==> src/verilog/fan_regs_defs.vh <==
`ifndef FAN_REGS_DEFS_VH
`define FAN_REGS_DEFS_VH

// ----------------------------------------
// Command bytes
// ----------------------------------------
`define CMD_CONFIGURATION 8'h04
`define CMD_STATUS        8'h05
`define CMD_DUTY          8'h06
`define CMD_MAKER         8'h07

// ----------------------------------------
// Configuration fields
// ----------------------------------------
`define CFG_FAULT_CLEAR   7
`define CFG_RESOLUTION    6
`define CFG_DUTY_SOURCE   5
`define CFG_RSVD_ZERO     4
`define CFG_RSVD_ONE      3
`define CFG_PPR_HI        2
`define CFG_PPR_LO        1
`define CFG_SHUTDOWN      0

// ----------------------------------------
// Status fields
// ----------------------------------------
`define ST_OVER_TEMP      5
`define ST_OVERFLOW       3
`define ST_INPUT_OPEN     2
`define ST_FAN_FAULT      0

// ----------------------------------------
// Reset values
// ----------------------------------------
`define CFG_RESET         8'h0a
`define DUTY_RESET        4'h2
`define MAKER_CODE        8'ha5

// ----------------------------------------
// Speed scale and timing
// ----------------------------------------
`define SPEED_MAX_RPM     12775
`define FAULT_TIME_MS     2400
`define CLK_MHZ           125
`define FAULT_CYCLES      (`FAULT_TIME_MS * 1000 * `CLK_MHZ)
`define STRAP_LOAD        4'he
`define STRAP_DONE        4'hf

`endif

==> src/verilog/fan_ctrl_config_status_regs.v <==
`timescale 1ns/100ps
// Notes on behaviour
// [RQ1] Fault-clear write drops fan fault and alert
// [RQ2] Resolution bit picks 25 or 50 RPM steps
// [RQ3] Duty source one uses duty register
// [RQ4] Duty source zero follows temperature level
// [RQ5] Open input on analog source uses code 2
// [RQ6] Config bit4 reads zero, bit3 reads one
// [RQ7] Pulse field selects 1,2,4,8 pulses per turn
// [RQ8] Shutdown bit enters low-power mode
// [RQ9] Status read-only; bits 7,6,4,1 read zero
// [RQ10] Over-temp flag caught after power-up
// [RQ11] Overflow flag follows speed above 12775
// [RQ12] Input-open flag caught after power-up
// [RQ13] Fault sets flag and alert together
// [RQ14] Duty codes 0..15 span 30..100 percent
// [RQ15] Fixed read-only maker code
// [RQ16] Fault needs low speed over 2.4 s
// [RQ17] Command bytes 04,05,06 select registers
// [RQ18] Writes to read-only bits are ignored
`include "fan_regs_defs.vh"

module fan_ctrl_config_status_regs #(
    parameter [31:0] FAULT_CYCLES = `FAULT_CYCLES
) (
    input  wire        mclk,
    input  wire        rst_n,
    input  wire [7:0]  cmd,
    input  wire [7:0]  wdata,
    input  wire        wr_en,
    output reg  [7:0]  rdata,
    input  wire [13:0] speed_rpm,
    input  wire [7:0]  fault_threshold,
    input  wire [3:0]  temp_level,
    input  wire        temp_over_pin,
    input  wire        temp_open_pin,
    output reg  [3:0]  duty_code,
    output reg  [1:0]  pulses_per_rotation,
    output reg  [3:0]  pulse_divide,
    output reg         speed_resolution_select,
    output reg         low_power_shutdown,
    output reg         fault_alert_n
);

// ----------------------------------------
// Pin synchronisers
// ----------------------------------------
wire over_stable;
wire open_stable;

pin_sync #(
    .RESET_LEVEL (1'b0)
) u_over_sync (
    .mclk  (mclk),
    .rst_n (rst_n),
    .pin   (temp_over_pin),
    .level (over_stable)
);

pin_sync #(
    .RESET_LEVEL (1'b0)
) u_open_sync (
    .mclk  (mclk),
    .rst_n (rst_n),
    .pin   (temp_open_pin),
    .level (open_stable)
);

// ----------------------------------------
// Registers
// ----------------------------------------
reg        fan_fault_clear;
reg        duty_source_select;
reg [3:0]  duty_cycle_setting;
reg        over_temp_flag;
reg        speed_overflow_flag;
reg        input_open_flag;
reg        fan_fault_flag;
reg [3:0]  strap_wait;
reg [31:0] low_count;

// ----------------------------------------
// Speed compare
// ----------------------------------------
// Threshold is in 50 RPM units; 255 steps still fit in 14 bits
wire [13:0] threshold_rpm = {6'h0, fault_threshold} * 14'd50;

// ----------------------------------------
// Write decode
// ----------------------------------------
wire cfg_write  = wr_en && (cmd == `CMD_CONFIGURATION); // [RQ17]
wire duty_write = wr_en && (cmd == `CMD_DUTY);          // [RQ17]
wire clear_req  = cfg_write && wdata[`CFG_FAULT_CLEAR];
wire speed_low  = speed_rpm < threshold_rpm;
wire fault_hit  = speed_low && (low_count >= FAULT_CYCLES);

// ----------------------------------------
// Configuration and duty next state
// ----------------------------------------
reg       next_fault_clear;
reg       next_resolution;
reg       next_duty_source;
reg [1:0] next_ppr;
reg       next_shutdown;
reg [3:0] next_duty_setting;

// Bits 4 and 3 have no storage, so a write to them cannot disturb anything
always @*
begin
    next_fault_clear  = fan_fault_clear;
    next_resolution   = speed_resolution_select;
    next_duty_source  = duty_source_select;
    next_ppr          = pulses_per_rotation;
    next_shutdown     = low_power_shutdown;
    next_duty_setting = duty_cycle_setting;
    // Read-only status and maker writes fall through untouched
    if (cfg_write) // [RQ18]
    begin
        next_fault_clear = wdata[`CFG_FAULT_CLEAR];        // [RQ1]
        next_resolution  = wdata[`CFG_RESOLUTION];         // [RQ2]
        next_duty_source = wdata[`CFG_DUTY_SOURCE];        // [RQ3]
        next_ppr         = wdata[`CFG_PPR_HI:`CFG_PPR_LO]; // [RQ7]
        next_shutdown    = wdata[`CFG_SHUTDOWN];           // [RQ8]
    end
    if (duty_write)
        next_duty_setting = wdata[3:0]; // [RQ14]
end

// ----------------------------------------
// Power-up strap capture
// ----------------------------------------
reg [3:0] next_strap_wait;
reg       next_over_temp;
reg       next_input_open;

// Straps are caught once, after the synchronisers have settled; later pin
// changes are ignored until the next reset
always @*
begin
    next_strap_wait = strap_wait;
    next_over_temp  = over_temp_flag;
    next_input_open = input_open_flag;
    if (strap_wait != `STRAP_DONE)
        next_strap_wait = strap_wait + 4'h1;
    if (strap_wait == `STRAP_LOAD)
    begin
        next_over_temp  = over_stable; // [RQ10]
        next_input_open = open_stable; // [RQ12]
    end
end

always @(posedge mclk)
begin
    if (!rst_n)
    begin
        fan_fault_clear         <= 1'b0;
        speed_resolution_select <= 1'b0;
        duty_source_select      <= 1'b0;
        pulses_per_rotation     <= 2'h1;
        low_power_shutdown      <= 1'b0;
        duty_cycle_setting      <= `DUTY_RESET;
        over_temp_flag          <= 1'b0;
        input_open_flag         <= 1'b0;
        strap_wait              <= 4'h0;
    end
    else
    begin
        fan_fault_clear         <= next_fault_clear;
        speed_resolution_select <= next_resolution;
        duty_source_select      <= next_duty_source;
        pulses_per_rotation     <= next_ppr;
        low_power_shutdown      <= next_shutdown;
        duty_cycle_setting      <= next_duty_setting;
        strap_wait              <= next_strap_wait;
        over_temp_flag          <= next_over_temp;
        input_open_flag         <= next_input_open;
    end
end

// ----------------------------------------
// Fault timing and flags
// ----------------------------------------
reg [31:0] next_low_count;
reg        next_fault_flag;
reg        next_alert_n;

always @*
begin
    next_low_count  = low_count;
    next_fault_flag = fan_fault_flag;
    next_alert_n    = fault_alert_n;
    // Counter saturates so a long stall cannot wrap it
    if (!speed_low)
        next_low_count = 32'h0;
    else if (low_count <= FAULT_CYCLES)
        next_low_count = low_count + 32'h1; // [RQ16]
    // A new fault wins over a clear in the same cycle
    if (fault_hit)
    begin
        next_fault_flag = 1'b1; // [RQ13]
        next_alert_n    = 1'b0; // [RQ13]
    end
    else if (clear_req)
    begin
        next_fault_flag = 1'b0; // [RQ1]
        next_alert_n    = 1'b1; // [RQ1]
    end
end

always @(posedge mclk)
begin
    if (!rst_n)
    begin
        low_count           <= 32'h0;
        fan_fault_flag      <= 1'b0;
        fault_alert_n       <= 1'b1;
        speed_overflow_flag <= 1'b0;
    end
    else
    begin
        low_count           <= next_low_count;
        fan_fault_flag      <= next_fault_flag;
        fault_alert_n       <= next_alert_n;
        speed_overflow_flag <= (speed_rpm > `SPEED_MAX_RPM); // [RQ11]
    end
end

// ----------------------------------------
// Drive duty and divider
// ----------------------------------------
reg [3:0] next_duty_code;
reg [3:0] next_pulse_divide;

// Open input only matters on the analog path; the host path ignores it
always @*
begin
    next_duty_code = temp_level; // [RQ4]
    if (duty_source_select)
        next_duty_code = duty_cycle_setting; // [RQ3] [RQ14]
    else if (input_open_flag)
        next_duty_code = `DUTY_RESET;        // [RQ5]
    case (pulses_per_rotation) // [RQ7]
    2'h0:
        next_pulse_divide = 4'h1;
    2'h1:
        next_pulse_divide = 4'h2;
    2'h2:
        next_pulse_divide = 4'h4;
    default:
        next_pulse_divide = 4'h8;
    endcase
end

always @(posedge mclk)
begin
    if (!rst_n)
    begin
        duty_code    <= `DUTY_RESET;
        pulse_divide <= 4'h2;
    end
    else
    begin
        // Code 0 is 30 percent, 15 is 100 percent
        duty_code    <= next_duty_code;
        pulse_divide <= next_pulse_divide;
    end
end

// ----------------------------------------
// Read mux
// ----------------------------------------
reg [7:0] next_rdata;

// Unimplemented bits are constants here so nothing a host writes can
// show through on a read
wire [7:0] config_word = {fan_fault_clear, speed_resolution_select, duty_source_select,
                          1'b0, 1'b1, pulses_per_rotation, low_power_shutdown}; // [RQ6]
wire [7:0] status_word = {2'h0, over_temp_flag, 1'b0, speed_overflow_flag,
                          input_open_flag, 1'b0, fan_fault_flag}; // [RQ9]
wire [7:0] duty_word   = {4'h0, duty_cycle_setting};

always @*
begin
    case (cmd) // [RQ17]
    `CMD_CONFIGURATION:
        next_rdata = config_word;
    `CMD_STATUS:
        next_rdata = status_word;
    `CMD_DUTY:
        next_rdata = duty_word;
    `CMD_MAKER:
        next_rdata = `MAKER_CODE; // [RQ15]
    default:
        next_rdata = 8'h00;
    endcase
end

always @(posedge mclk)
begin
    if (!rst_n)
        rdata <= 8'h00;
    else
        rdata <= next_rdata;
end

endmodule

// ----------------------------------------
// Three-stage pin synchroniser
// ----------------------------------------
// A change is taken only once stages two and three agree, so a single
// metastable sample can never reach the strap capture
module pin_sync #(
    parameter [0:0] RESET_LEVEL = 1'b0
) (
    input  wire mclk,
    input  wire rst_n,
    input  wire pin,
    output reg  level
);

reg [2:0] stages;

always @(posedge mclk)
begin
    if (!rst_n)
    begin
        stages <= {3{RESET_LEVEL}};
        level  <= RESET_LEVEL;
    end
    else
    begin
        stages <= {stages[1:0], pin};
        if (stages[2] == stages[1])
            level <= stages[2];
    end
end

endmodule

==> config.mk <==
export PLATFORM = sky130hd
export DESIGN_NAME = fan_ctrl_config_status_regs
export DESIGN_NICKNAME = d
export VERILOG_FILES = /design/src/verilog/fan_ctrl_config_status_regs.v
export VERILOG_INCLUDE_DIRS = /design/src /design/src/verilog
export SDC_FILE = /design/constraint.sdc
export NUM_CORES = 1
export LEC_CHECK = 0
export ABC_AREA = 1
export BUFFER_PORTS_ARGS = -buffer_cell sky130_fd_sc_hd__buf_4
export CORE_MARGIN = 4
export CORE_UTILIZATION = 45
export DETAILED_ROUTE_END_ITERATION = 10
export GPL_ROUTABILITY_DRIVEN = 0
export PLACE_DENSITY = 0.65
export SETUP_SLACK_MARGIN = 0.4
export SYNTH_ARGS = -nofsm -noshare
export SYNTH_HDL_FRONTEND = slang
export SYNTH_SLANG_ARGS = --single-unit
==> constraint.sdc <==
create_clock -name mclk -period 4.4 [get_ports mclk]
set_clock_uncertainty 0.2 [all_clocks]
set_input_delay 0.44 -clock mclk [delete_from_list [all_inputs] [get_ports mclk]]
set_output_delay 0.44 -clock mclk [all_outputs]
set_load 0.02 [all_outputs]
### Word level (Yosys, flattened, before mapping)

Index checks and enable logic that the tools add are counted.

| word-level totals | value |
|---|---|
| register bits | 75 |
| bits of input ports | 47 |
| word-level logic and storage cells | 52 |

| cells by class | value |
|---|---|
| order comparisons | 4 |
| $add $sub $neg | 2 |
| mux-type cells | 8 |
| multipliers | 1 |
| eq/ne operators | 10 |
| reductions and logical operators | 7 |

Operators by type and width:

| operator | number |
|---|---|
| adder 32 x 1 -> 32 bit (second input constant) | 1 |
| == test 8 x 3 -> 1 bit (second input constant) | 4 |
| >= comparator 32 x 29 -> 1 bit (second input constant) | 1 |
| <= comparator 32 x 29 -> 1 bit (second input constant) | 1 |
| case mux 8 bit (4 select lines) | 1 |
| > comparator 14 bit (second input constant) | 1 |
| < comparator 14 bit | 1 |
| multiplier 8 x 5 -> 13 bit (second input constant) | 1 |
| case mux 4 bit (3 select lines) | 1 |
| 2-to-1 mux 4 bit | 2 |
| adder 4 x 1 -> 4 bit (second input constant) | 1 |
| == test 4 bit (second input constant) | 1 |
| logical AND 1 bit | 4 |
| 2-to-1 mux 1 bit | 4 |
| != test 4 bit (second input constant) | 1 |
| == test 1 bit | 2 |
| == test 2 x 1 -> 1 bit (second input constant) | 1 |
| == test 2 bit (second input constant) | 1 |
| zero test 2 bit | 1 |
| AND reduction 2 bit | 1 |
| nonzero test 2 bit | 1 |

### Longest topological paths before layout

| depth | value |
|---|---|
| depth after elaboration | 5 |
| mapped depth | 20 |
| gate-level depth less buffers | 20 |

### Hierarchy

Synthesis repeated with hierarchy kept, for this count alone.

| unflattened totals | value |
|---|---|
| cells, all modules | 673 |
| area, all modules | 4,635.7 sq um |

By module, submodules not included:

| module | area an instance (sq um) | cells an instance | times used |
|---|---|---|---|
| fan_ctrl_config_status_regs | 4,403.0 | 647 | 1 |
| pin_sync | 116.4 | 13 | 2 |

### Least setup slack after synthesis

No wires, ideal clock.

| timing | value |
|---|---|
| kind | input port to flip-flop |
| from | input port fault_threshold[3] |
| to | register low_count[19] |
| data arrival time | 3.690 ns |
| required time | 4.062 ns |
| cell stages on the path | 20 |
| path buffers | 1 |
| setup slack | 0.372 ns |
| path through | ha_1 > ha_1 > inv_1 > fa_1 > inv_1 > ha_1 > inv_1 > o21ai_0 > nand4_1 > nand2_1 > xor2_1 > ha_1 > nand2_1 > nor3_1 > nand3_1 > nor2_1 > nor2_1 > nand2_1 > buf_1 > a21oi_1 |

| between the ends | value |
|---|---|
| cells in the longest elaborated chain, start to end | 3 |

RTL lines:

| element | line | text |
|---|---|---|
| from (decl) | fan_ctrl_config_status_regs.v:33 | `input wire [7:0] fault_threshold,` |
| multiplier 8 x 5 -> 13 bit | fan_ctrl_config_status_regs.v:86 | `wire [13:0] threshold_rpm = {6'h0, fault_threshold} * 14'd50;` |
| < comparator 14 bit | fan_ctrl_config_status_regs.v:94 | `wire speed_low = speed_rpm < threshold_rpm;` |
| AND reduction 2 bit (no source line) | - |  |
| to (signal assigned) | fan_ctrl_config_status_regs.v:221 | `low_count <= next_low_count;` |
| to (decl) | fan_ctrl_config_status_regs.v:80 | `reg [31:0] low_count;` |

Every way passes these cells.
A chain may end at the register's enable or synchronous reset.

### Worst setup path after layout

| timing | value |
|---|---|
| from | input port fault_threshold[2] |
| to | register low_count[7] |

The elaborated chain is that of the path after synthesis.

==> reports/qor.txt <==
starting density of the core: 0.458
Total Routed Length: 11.5 mm
Final Util: 0.546
list of most frequent post-synthesis cells: 168 x nand2_1, 81 x nor2_1, 74 x dfxtp_1, 70 x inv_1
Hold Vio Cnt, Final: 0
maximum number of buffers from clock root to sink: 2
Setup crit end kind: register
flip-flop and latch count after synthesis: 74
Vias per Instance: 5.07
number of design-rule violations left by the first detailed-router iteration: 173
highest net fanout along the worst path: 8
Final WS setup: 0.588 ns
number of library cell types mapped by synthesis: 35
residual overflow from global routing: 0
total design power: 1.62 mW
clock tree from TritonCTS: yes
Mapped Cells: 666
Wirelength per Cell: 13.2 um
TritonCTS Sinks: 74
count of synthesis-stage warnings from yosys: 0
largest net degree at the start of global routing: 33
worst supply voltage drop on vdd: 0.211 mV
vias after detailed routing: 4417
drt first pass iters: 5
number of enable-type register cells in the synthesized netlist: 0
share of the yosys chip area belonging to registers: 0.315
final worst-path cycle share: 0.866
count leader, synth: nand2_1
class of the tightest hold or removal check: in -> reg
fill count: 1021
HPWL after detailed placement: 8.56 mm
die area: 0.0122 mm^2
initial antenna violation count: 0
static power due to leakage: 2.46 nW
dpl ws: 0.137 ns
TritonCTS buffer count: 9
Synthesized Nets: 761
cell taking the most area after synthesis: dfxtp_1
worst-case hold slack: 0.0639 ns
launching element type of the critical path: input port
crit path time final: 3.81 ns
share of the synthesized area in the top cell type: 0.315
Antenna diodes: 0
H-tree depth: 3
worst max-slew margin expressed relative to the limit: 0.497
setup repair after global routing missed its margin: false
net count of the finished layout: 826
clock-pin slew on the worst setup and hold paths: 0.09 ns
Post-Syn Area per Cell: 7.07 um^2
global-route wire length before repair: 19.1 mm
Arrival @ worst endpoint: 3.86 ns
count of unresolved DRC violations after routing: 0
remaining number of nets flagged by the antenna check after routing: 0
pwr dens: 289 mW/mm^2
actual transition at the worst max-transition pin: 0.753 ns
outcome: finished clean
biggest area contributors in the synthesized netlist: dfxtp_1 31%, nand2_1 13%, ha_1 12%, nor2_1 6.5%, inv_1 5.6%
Final Max Slew Viols: 0
fraction of layout instances using a drive strength above 1: 0.190
standard cell core area: 0.0103 mm^2
commonest register cell after synthesis: dfxtp_1
horizontal die dimension: 110 um
clock insertion delay at the later pin of the skew report: 0.35 ns
Port Buffer Count: 64
number of cell rows: 37
setup violation total in the final timing report: 0
I/O Pins: 68
multi-input combinational cell area: 0.00291 mm^2
Clock Root Buffer: clkbuf_8
data required time at the worst endpoint: 4.44 ns
Async S/R FF share, synth: 0
Max Fclk: 262 MHz
area delta synth->final: 19.2%
# Max-Cap Violations: 0
Reg area: 0.00148 mm^2
Setup CP Type: in -> reg
post-synthesis cell area: 0.00471 mm^2
Setup TNS Final: 0 ns
number of global-route vias before repair: 4263
Die H: 110 um
global routing usage summed across all routing layers: 0.196
-- cells in the final DEF (no fill, tap or decap), types with 2 or more instances in the layout --
| cell | Yosys | routed |
|---|---|---|
| a21oi_2 | 11 | 14 |
| nand3_2 | 11 | 11 |
| dfxtp_1 | 74 | 74 |
| a21oi_1 | 45 | 42 |
| nand4_1 | 11 | 11 |
| clkbuf_8 | 0 | 9 |
| o211ai_1 | 2 | 2 |
| nor2_1 | 81 | 80 |
| ha_4 | 0 | 4 |
| nand2_2 | 11 | 12 |
| a21o_1 | 3 | 3 |
| a21boi_0 | 2 | 2 |
| inv_6 | 0 | 3 |
| inv_1 | 70 | 70 |
| nor2_2 | 5 | 6 |
| xor2_1 | 17 | 17 |
| xnor2_1 | 6 | 6 |
| a31oi_1 | 4 | 4 |
| nand2_1 | 168 | 166 |
| nor3_1 | 6 | 6 |
| inv_2 | 5 | 5 |
| buf_4 | 3 | 67 |
| fa_1 | 3 | 3 |
| nand3_1 | 41 | 41 |
| nand3b_1 | 3 | 3 |
| o21ai_0 | 20 | 19 |
| ha_1 | 45 | 41 |
-- critical path, cell delays in order --
cell and delay (ns):
buf_4 0.12, ha_1 0.29, ha_1 0.32, fa_1 0.59, ha_4 0.24, a21oi_1 0.14
o21ai_1 0.07, buf_4 0.15, nand4_1 0.06, nand2_1 0.06, xor2_1 0.15, ha_1 0.32
nand2_2 0.07, nor3_1 0.18, nand3_1 0.08, nor2_1 0.16, nor2_2 0.07, nand2_4 0.10
clkbuf_16 0.18, a21oi_1 0.05
-- power by group --
part,internal [mW],switching (mW)
clock network,0.273,0.281
logic,0.171,0.210
registers,0.680,0.00919
total,1.12,0.500
-- through the flow --
step | std cells | area (um^2)
final | 872 | 5610
after global routing | 872 | 5610
after CTS | 870 | 5500
after detailed placement | 854 | 5300
after global placement | 854 | 5300
after floorplan | 666 | 4710
-- cells by family (layout without fill, tap and decap cells) --
logic type                 Yosys count  in the layout  synth area share
adders and majority gates           48             48             0.132
and+or+nand+nor                    340            340             0.318
other                                1              1          0.000796
xor gates and xnor gates            23             23            0.0428
buffers and inverters               91            161            0.0826
DFF                                 74             74             0.315
AOI/OAI and AO/OA                   89             89             0.109
-- timing repair --
| action | in CTS | in global routing |
|---|---|---|
| gates resized for setup | 0 | 12 |
| setup buffers | 0 | 0 |
| hold buffers | 0 | 0 |
| endpoints found under the hold margin | 0 | 0 |
| setup endpoints to repair | 0 | 32 |
-- per-layer routing --
metal / routed length, um / GRT usage / vias to the layer above / part of all wire
met4: 254 / 0.0668 / 0 / 0.022
met5: 0 / 0 / - / 0
met2: 5530 / 0.329 / 112 / 0.48
met3: 585 / 0.0565 / 25 / 0.051
met1: 5140 / 0.240 / 2000 / 0.45
li1: - / - / 2280 / -
-- path summary, 6_finish.rpt --
path                            slack, ns                             start  depth (start not counted)                          endpoint
worst min-delay path                 0.06                     temp_over_pin                          3  u_over_sync.stages[0]$_SDFF_PN0_
worst max-delay path                 0.59                fault_threshold[2]                         20         low_count[7]$_SDFFE_PN0P_
worst max register to register       1.85        low_count[27]$_SDFFE_PN0P_                         11        low_count[18]$_SDFFE_PN0P_
worst min register to register       0.22  u_open_sync.stages[0]$_SDFF_PN0_                          2  u_open_sync.stages[1]$_SDFF_PN0_
-- area by class of cell --
type / count / share of cell area
Multi-Input combinational cell: 501 / 0.519
Sequential cell: 74 / 0.264
Timing Repair Buffer: 70 / 0.0996
Inverter: 75 / 0.0502
Tap cell: 136 / 0.0303
Clock buffer: 9 / 0.0221
Clock inverter: 7 / 0.0149
-- state kept, by name (all words and copies together) (netlist names), 2 cells and up --
| signal | count |
|---|---|
| low_count | 32 |
| rdata | 7 |
| duty_code | 4 |
| duty_cycle_setting | 4 |
| pulse_divide | 4 |
| strap_wait | 4 |
| u_open_sync.stages | 3 |
| u_over_sync.stages | 3 |
| pulses_per_rotation | 2 |
Power figures use the tool's default switching activity.
